**config.mk**
```make
export PLATFORM = sky130hd
export DESIGN_NAME = actc_top
export DESIGN_NICKNAME = d
export VERILOG_FILES = /design/src/core/actc_pkg.sv /design/src/core/actc_clk_if.sv /design/src/core/actc_clk_div.sv /design/src/core/actc_top.sv
export SDC_FILE = /design/constraint.sdc
export NUM_CORES = 1
export LEC_CHECK = 0
export BUFFER_PORTS_ARGS = -buffer_cell sky130_fd_sc_hd__buf_2
export CAP_MARGIN = 20
export CORE_ASPECT_RATIO = 1.2
export CORE_MARGIN = 4
export CORE_UTILIZATION = 50
export CTS_CLUSTER_SIZE = 24
export DETAILED_ROUTE_END_ITERATION = 6
export PLACE_DENSITY = 0.78
export SKIP_CTS_REPAIR_TIMING = 1
export SLEW_MARGIN = 5
export SYNTH_ARGS = -nofsm -noshare
export SYNTH_HDL_FRONTEND = slang
export SYNTH_HIERARCHICAL = 1
export SYNTH_SLANG_ARGS = --single-unit
export TNS_END_PERCENT = 50
```
**constraint.sdc**
```tcl
create_clock -name clock -period 2.15 [get_ports clock]
set_input_delay 0.215 -clock clock [delete_from_list [all_inputs] [get_ports clock]]
set_output_delay 0.215 -clock clock [all_outputs]
set_load 0.01 [all_outputs]
```
**src/core/actc_pkg.sv**
```systemverilog
// Package: register layout and timing constants for ADC timing control
package actc_pkg;
  // ==========================================
  // Register layout
  localparam logic [7:0] ACTC_CTRL_RESET = 8'h40;
  localparam int ACTC_BIT_POWER = 7;
  localparam int ACTC_BIT_EXTREF = 6;
  localparam int ACTC_BIT_DIV_HI = 5;
  localparam int ACTC_BIT_DIV_LO = 4;
  localparam int ACTC_BIT_ACQ_HI = 3;
  localparam int ACTC_BIT_ACQ_LO = 2;
  localparam int ACTC_BIT_TMR_EN = 1;
  localparam int ACTC_BIT_PIN_EN = 0;
  // ==========================================
  // Converter clock dividers, minus one
  localparam logic [4:0] ACTC_DIV32_M1 = 5'h1F;
  localparam logic [4:0] ACTC_DIV4_M1 = 5'h03;
  localparam logic [4:0] ACTC_DIV8_M1 = 5'h07;
  localparam logic [4:0] ACTC_DIV2_M1 = 5'h01;
  // ==========================================
  // Conversion phases in converter clocks
  localparam logic [4:0] ACTC_SYNC_CLKS = 5'h01;
  localparam logic [4:0] ACTC_CONV_CLKS = 5'h0F;
  // Least start-pin low time and its cycle count
  localparam int ACTC_CLOCK_HZ = 10_000_000;
  localparam int ACTC_PIN_MIN_NS = 100;
  localparam int ACTC_PIN_MIN_CYC_I =
    (ACTC_PIN_MIN_NS * (ACTC_CLOCK_HZ / 1_000_000) + 999) / 1000;
  localparam logic [3:0] ACTC_PIN_MIN_CYC =
    4'(ACTC_PIN_MIN_CYC_I < 1 ? 1 : ACTC_PIN_MIN_CYC_I);
  typedef enum logic [1:0] {ACTC_IDLE, ACTC_SYNC, ACTC_ACQ, ACTC_CONV}
    actc_phase_t;
endpackage

```
**src/core/actc_clk_if.sv**
```systemverilog
// Interface: converter clock enable between top and divider
`timescale 1ns/1ps
interface actc_clk_if;
  logic run;
  logic [1:0] div_sel;
  logic tick;
  modport ctl (output run, output div_sel, input tick);
  modport div (input run, input div_sel, output tick);
endinterface

```
**src/core/actc_clk_div.sv**
```systemverilog
// Module: master clock divider giving the converter clock enable
`timescale 1ns/1ps
module actc_clk_div
  import actc_pkg::*;
(
  // Clock and reset
  input wire logic clock,
  input wire logic rst_sync_n,
  // Enable link
  actc_clk_if.div clk_link
);
  logic [4:0] count;
  logic [4:0] limit;
  // ==========================================
  // Divide ratio select
  // code to ratio
  assign limit = (clk_link.div_sel == 2'b00) ? ACTC_DIV32_M1 :
                 (clk_link.div_sel == 2'b01) ? ACTC_DIV4_M1 :
                 (clk_link.div_sel == 2'b10) ? ACTC_DIV8_M1 :
                 ACTC_DIV2_M1;
  assign clk_link.tick = clk_link.run && (count >= limit);
  // Held at zero while powered down to save toggling
  always_ff @(posedge clock or negedge rst_sync_n) begin
    if (!rst_sync_n) count <= 5'h00;
    else if (!clk_link.run || clk_link.tick) count <= 5'h00;
    else count <= count + 5'h01;
  end
  a_tick_ratio: assert property (
    @(posedge clock) disable iff (!rst_sync_n)
    clk_link.tick && clk_link.div_sel == 2'b11 && $stable(clk_link.div_sel)
    |=> !clk_link.tick ##1 (clk_link.tick || !clk_link.run
    || $changed(clk_link.div_sel)))
    else $error("divide by two tick spacing wrong");
endmodule

```
**src/core/actc_top.sv**
```systemverilog
// Module: ADC power, reference, clock and conversion timing control
`timescale 1ns/1ps
// How it works
// - Bit 7 one powers the converter; zero holds it down.
// - Bit 6 one picks external reference; zero the internal one.
// - Divide bits give ratio 32, 4, 8, 2 for codes 00..11.
// - Acquisition bits give 1, 2, 3 or 4 converter clocks.
// - Conversion lasts sync 1 plus acquisition plus 15 clocks.
// - With bit 1 set, timer overflow starts a conversion.
// - With bit 0 set, low start pin starts a conversion.
// - Continuous mode restarts right after each conversion ends.
module actc_top
  import actc_pkg::*;
(
  // Clock and reset
  input wire logic clock,
  input wire logic rst_n,
  // Register port
  input wire logic reg_write,
  input wire logic [7:0] reg_wdata,
  output logic [7:0] reg_rdata,
  // Trigger sources
  input wire logic timer_overflow,
  input wire logic convert_start_n,
  input wire logic software_start,
  input wire logic continuous_mode,
  // Converter core
  output logic converter_power_on,
  output logic external_reference_select,
  output logic conv_clock_tick,
  output logic track_hold_acquire,
  output logic sar_step,
  output logic conversion_busy,
  output logic conversion_done
);
  logic [1:0] rst_pipe;
  logic rst_sync_n;
  logic [7:0] adc_timing_control;
  logic [1:0] pin_sync;
  logic pin_low_prev;
  logic [3:0] pin_low_cnt;
  logic pin_trig;
  logic start_req;
  logic tick;
  actc_phase_t phase;
  actc_phase_t next_phase;
  logic [4:0] phase_cnt;
  logic [4:0] next_phase_cnt;
  logic [4:0] acq_clks;
  logic phase_end;
  logic next_done;
  logic done_r;
  actc_clk_if clk_link ();

  // ==========================================
  // Reset release
  always_ff @(posedge clock or negedge rst_n) begin
    if (!rst_n) rst_pipe <= 2'b00;
    else rst_pipe <= {rst_pipe[0], 1'b1};
  end
  assign rst_sync_n = rst_pipe[1];

  // ==========================================
  // Control register
  always_ff @(posedge clock or negedge rst_sync_n) begin
    if (!rst_sync_n) adc_timing_control <= ACTC_CTRL_RESET;
    else if (reg_write) adc_timing_control <= reg_wdata;
  end
  always_ff @(posedge clock or negedge rst_sync_n) begin
    if (!rst_sync_n) reg_rdata <= ACTC_CTRL_RESET;
    else reg_rdata <= adc_timing_control;
  end
  assign converter_power_on = adc_timing_control[ACTC_BIT_POWER];
  assign external_reference_select = adc_timing_control[ACTC_BIT_EXTREF];

  // ==========================================
  // Converter clock
  assign clk_link.run = converter_power_on;
  assign clk_link.div_sel = {adc_timing_control[ACTC_BIT_DIV_HI],
                             adc_timing_control[ACTC_BIT_DIV_LO]};
  assign tick = clk_link.tick;
  assign conv_clock_tick = tick;
  actc_clk_div u_div (
    .clock(clock),
    .rst_sync_n(rst_sync_n),
    .clk_link(clk_link)
  );

  // ==========================================
  // Start pin: synchronise, then qualify low width
  always_ff @(posedge clock or negedge rst_sync_n) begin
    if (!rst_sync_n) pin_sync <= 2'b11;
    else pin_sync <= {pin_sync[0], convert_start_n};
  end
  always_ff @(posedge clock or negedge rst_sync_n) begin
    if (!rst_sync_n) pin_low_cnt <= 4'h0;
    else if (pin_sync[1]) pin_low_cnt <= 4'h0;
    else if (pin_low_cnt < ACTC_PIN_MIN_CYC) pin_low_cnt <= pin_low_cnt + 4'h1;
  end
  always_ff @(posedge clock or negedge rst_sync_n) begin
    if (!rst_sync_n) pin_low_prev <= 1'b0;
    else pin_low_prev <= (pin_low_cnt >= ACTC_PIN_MIN_CYC);
  end
  // one start per qualified low pulse
  assign pin_trig = adc_timing_control[ACTC_BIT_PIN_EN] &&
                    (pin_low_cnt >= ACTC_PIN_MIN_CYC) && !pin_low_prev;
  assign start_req = pin_trig || software_start || continuous_mode ||
                     (adc_timing_control[ACTC_BIT_TMR_EN] && timer_overflow);

  // ==========================================
  // Conversion sequencer
  // acquisition length from code
  assign acq_clks = {3'h0, adc_timing_control[ACTC_BIT_ACQ_HI],
                     adc_timing_control[ACTC_BIT_ACQ_LO]} + 5'h01;
  assign phase_end = tick && (phase_cnt == 5'h01);
  always_comb begin
    next_phase = phase;
    next_phase_cnt = phase_cnt;
    next_done = 1'b0;
    unique case (phase)
      ACTC_IDLE: begin
        if (converter_power_on && start_req) begin
          next_phase = ACTC_SYNC;
          next_phase_cnt = ACTC_SYNC_CLKS;
        end
      end
      ACTC_SYNC: begin
        if (phase_end) begin
          next_phase = ACTC_ACQ;
          next_phase_cnt = acq_clks;
        end
      end
      ACTC_ACQ: begin
        if (phase_end) begin
          next_phase = ACTC_CONV;
          next_phase_cnt = ACTC_CONV_CLKS;
        end
      end
      ACTC_CONV: begin
        if (phase_end) begin
          next_phase = ACTC_IDLE;
          next_done = 1'b1;
        end
      end
    endcase
    if (tick && phase != ACTC_IDLE && !phase_end)
      next_phase_cnt = phase_cnt - 5'h01;
    // Powering down aborts any conversion in flight
    if (!converter_power_on) begin
      next_phase = ACTC_IDLE;
      next_done = 1'b0;
    end
  end
  always_ff @(posedge clock or negedge rst_sync_n) begin
    if (!rst_sync_n) begin
      phase <= ACTC_IDLE;
      phase_cnt <= 5'h00;
      done_r <= 1'b0;
    end else begin
      phase <= next_phase;
      phase_cnt <= next_phase_cnt;
      done_r <= next_done;
    end
  end
  assign track_hold_acquire = (phase == ACTC_ACQ);
  assign sar_step = (phase == ACTC_CONV) && tick;
  assign conversion_busy = (phase != ACTC_IDLE);
  assign conversion_done = done_r;

  // ==========================================
  // Checks
  int unsigned tick_count;
  always_ff @(posedge clock or negedge rst_sync_n) begin
    if (!rst_sync_n) tick_count <= 0;
    else if (phase == ACTC_IDLE) tick_count <= 0;
    else if (tick) tick_count <= tick_count + 1;
  end
  a_conv_length: assert property (
    @(posedge clock) disable iff (!rst_sync_n)
    $rose(conversion_done) |-> tick_count == 16 + int'(acq_clks))
    else $error("conversion length wrong");
  a_power_idle: assert property (
    @(posedge clock) disable iff (!rst_sync_n)
    !converter_power_on |=> !conversion_busy)
    else $error("busy while powered down");
  // Written reference bit must reach the pin on the next cycle
  a_ref_follow: assert property (
    @(posedge clock) disable iff (!rst_sync_n)
    $past(reg_write) |->
      external_reference_select == $past(reg_wdata[ACTC_BIT_EXTREF]))
    else $error("reference select mismatch");
  a_pin_start: assert property (
    @(posedge clock) disable iff (!rst_sync_n)
    pin_trig && converter_power_on && !conversion_busy
    |=> phase == ACTC_SYNC)
    else $error("pin trigger did not start");
  a_timer_start: assert property (
    @(posedge clock) disable iff (!rst_sync_n)
    timer_overflow && adc_timing_control[ACTC_BIT_TMR_EN]
    && converter_power_on && !conversion_busy |=> conversion_busy)
    else $error("timer trigger did not start");
  a_busy_ignore: assert property (
    @(posedge clock) disable iff (!rst_sync_n)
    phase == ACTC_CONV && !phase_end && converter_power_on
    |=> phase == ACTC_CONV)
    else $error("conversion restarted early");
  // Done cycle itself is idle; the restart shows one edge later
  a_cont_restart: assert property (
    @(posedge clock) disable iff (!rst_sync_n)
    conversion_done && continuous_mode && converter_power_on
    |=> phase == ACTC_SYNC)
    else $error("continuous restart missing");
  a_acq_length: assert property (
    @(posedge clock) disable iff (!rst_sync_n)
    $rose(track_hold_acquire) |-> phase_cnt == acq_clks)
    else $error("acquisition length wrong");
  c_one_conv: cover property (@(posedge clock) $rose(conversion_done));
  c_pin_conv: cover property (@(posedge clock) pin_trig ##1 conversion_busy);
  c_cont_conv: cover property (@(posedge clock)
    conversion_done && continuous_mode);
endmodule

```
==> impl_metrics.json <==
{
  "p_int_mw": 1.85,
  "p_seq_frac": 0.352,
  "hold_viol_final": 0,
  "wl_per_cell_um": 15.4,
  "die-area_um2": 4680,
  "hold_class": "input pin to flop",
  "critPathBufInv": 2,
  "worstSetupStartpointType": "flop",
  "pwr-share-clk": 0.269,
  "root_buffer": "clkbuf_8",
  "placed_area_um2": 2100,
  "track_usage": 0.167,
  "yosys_warnings": 6,
  "status": "complete, but fails checks",
  "synthesis.nets": 185,
  "routed_via_density": 5.49,
  "synth_cell_type_count": 41,
  "synth_cells": 154,
  "dp_cells": 227,
  "wirelength_um": 3690,
  "reg2reg_slack_ps": -20,
  "ctsLongestPathBuffers": 2,
  "holdWs_ps": 25.5,
  "critPathArrivalTime_ps": 1990,
  "grt_max_degree": 27,
  "design.core.area_um2": 3420,
  "regArea_um2": 956,
  "violations": "negative setup slack",
  "ys_ff_latch": 38,
  "setup_ws_ps": -52.4,
  "io_pins": 30,
  "worstPathCellList": "or2_4 -> ha_4 -> o211ai_2 -> o21ai_1 -> and2_4 -> buf_6 -> and2_4 -> buf_6",
  "switching_share": 0.331,
  "antenna_found_initial": 0,
  "netlist_area_um2": 1820,
  "setup_viol": 4,
  "grt_pass1_wl_um": 6070,
  "dp_hpwl_um": 2720,
  "gp_congestion": 0.835,
  "cp_slowest_cell": "dfrtp_1",
  "avgSynthCellArea_um2": 11.8,
  "nFillCells": 246,
  "yosysTopAreaCellShare": 0.467,
  "num_rows": 23,
  "maxCapViolations": 0,
  "antenna_left": 0,
  "final_nets": 232,
  "rsz0062_at_grt": "true",
  "yosysTopAreaCell": "dfrtp_1",
  "cts_tree": "yes",
  "route.detailed.drc": 0,
  "crit_cells": 8,
  "n_antenna_cell": 0,
  "dp_slack_ps": -150,
  "drtIter0Drc": 71,
  "combPwrFrac": 0.379,
  "period_share": 1.02,
  "rr_startpoint": "adc_timing_control[4]",
  "clk_pin_slew_ps": 70,
  "crit_type": "flop to primary output",
  "start_util": 0.532,
  "insertion_delay_ps": 290,
  "die_w_um": 63.1,
  "cts_buffers": 5,
  "fin_skew_ps": 11.2,
  "synth-seq-area-share": 0.525,
  "first_pass_iters": 4,
  "layout.cells.non_filler": 239,
  "htreeDepth": 2,
  "crit_family": "simple AND/OR/NAND/NOR gates",
  "holdPathStages": 1,
  "p_sw_mw": 0.913,
  "slowest_delay_ps": 420,
  "ys_top_cells_by_area": "dfrtp_1 47%, ha_1 11%, dfstp_2 5.8%, mux2_2 4.3%, nor2_1 3.5%",
  "worst_pin_slew_ps": 581,
  "fin_area_um2": 2380,
  "p_total_mw": 2.76,
  "grt-ovfl-total": 0,
  "timing.rr.end": "phase_cnt[3]",
  "final.min_clock_period_ps": 2200,
  "ir_worst_vdd_mv": 0.676,
  "worstPathMaxFanout": 4,
  "reg2regPathDepth": 10,
  "syn_to_final_growth_pct": 30.4,
  "clock.fmax_mhz": 454,
  "power.leakage_nw": 1.11,
  "cts_sinks": 38,
  "cp.required_ps": 1930,
  "end_kind": "primary output",
  "layout-drive-gt1-share": 0.416,
  "slew_headroom": 0.611,
  "dieHeight_um": 74.1,
  "crit_start": "adc_timing_control[4]",
  "multiInputGateArea_um2": 935,
  "portBuffers": 29,
  "crit_path_end": "sar_step",
  "slew_viol_final": 0,
  "vias": 1313,
  "first_global_vias": 1343,
  "p_per_area_nw_per_um2": 1160
}
==> power groups by stage <==
stage                     Sequential, mW  Combinational [mW]  Clock [mW]
after global routing               0.988                1.15       0.794
after CTS                          0.963               0.920       0.757
after global placement             0.966               0.875           0
after detailed placement           0.976               0.912           0
final                              0.970                1.04       0.743
after floorplan                    0.961               0.693           0
==> metal layers <==
metal / up-vias / track usage / share of wire / wire (um)
li1: 624 / - / - / -
met3: 5 / 0.0423 / 0.049 / 180
met4: 0 / 0.0637 / 0.0090 / 33
met2: 42 / 0.304 / 0.54 / 2000
met1: 642 / 0.190 / 0.40 / 1480
met5: - / 0 / 0 / 0
==> final cells by class <==
type                    count  share of cell area
repair buffers             41               0.106
flip-flops and latches     38               0.402
well taps                  37              0.0195
multi-input cells         103               0.393
clock inverters             2              0.0253
inverters                  12              0.0190
clock buffers               6              0.0348
==> worst min-delay path by stage <==
stage                     from           to  slack (ps)
6_report       convert_start_n  pin_sync[0]          30
4_1_cts                  rst_n  rst_pipe[0]        -310
2_1_floorplan            rst_n  rst_pipe[0]         -80
3_5_place_dp             rst_n  rst_pipe[0]           3
3_3_place_gp             rst_n  rst_pipe[0]        -0.1
5_1_grt        convert_start_n  pin_sync[0]           5
==> sequential cells by signal, indices dropped and copies added, names as in the netlist <==
signal,count
phase,2
rst_pipe,2
pin_low_prev,1
conversion_done,1
pin_low_cnt,4
reg_rdata,8
pin_sync,2
u_div/count,5
phase_cnt,5
adc_timing_control,8
==> stage by stage <==
stage / utilization / TNS [ps]
after floorplan: - / -0.337
after global placement: 0.612 / -12.3
after detailed placement: 0.612 / -371
after CTS: 0.654 / -675
after global routing: 0.694 / -514
final: 0.694 / -112
==> synthesized netlist by cell type <==
cell type	number
a211oi_1	1
a211oi_2	2
a21bo_4	1
a21boi_0	1
a21o_1	1
a21oi_1	7
a21oi_2	1
a221oi_1	1
a31oi_1	1
and2_1	3
and3_1	1
clkbuf_1	1
conb_1	1
dfrtp_1	34
dfstp_2	4
ha_1	16
inv_1	12
mux2_2	7
nand2_1	4
nand3_1	5
nand3b_1	1
nor2_1	17
nor2b_1	1
nor3_1	1
nor3b_1	2
nor3b_2	1
nor4b_2	1
nor4b_4	1
o211ai_2	2
o21a_1	1
o21a_4	1
o21ai_0	8
o221a_2	1
o221ai_1	1
o31ai_1	1
o32ai_1	1
or2_2	1
or3_1	1
or3b_1	1
xnor2_1	4
xor2_1	2
==> layout by cell type, fill, tap and decap left out, drive strengths merged <==
cell,n
buf,40
dfrtp,34
nor2,17
ha,16
inv,12
a21oi,8
o21ai,8
mux2,7
clkbuf,6
nand3,5
nand2,4
xnor2,4
dfstp,4
and2,3
nor3b,3
a211oi,3
o21a,2
bufinv,2
o211ai,2
xor2,2
nor4b,2
a31oi,1
nor3,1
nand3b,1
o221a,1
or3b,1
a21boi,1
a21bo,1
o221ai,1
o32ai,1
a21o,1
a221oi,1
nor2b,1
or3,1
o31ai,1
and3,1
dlygate4sd3,1
conb,1
or2,1
==> cells by family (layout without fill, tap and decap cells) <==
logic type      count (synthesis)  count (layout)  share of synthesized area
simple gates                   41              41                      0.129
flops                          38              38                      0.525
compound gates                 32              32                      0.135
fa+ha+maj                      16              16                      0.110
buf+inv                        13              61                     0.0268
mux                             7               7                     0.0433
xor+xnor                        6               6                     0.0288
other cells                     1               1                    0.00206
(Power assumes the default switching activity.)
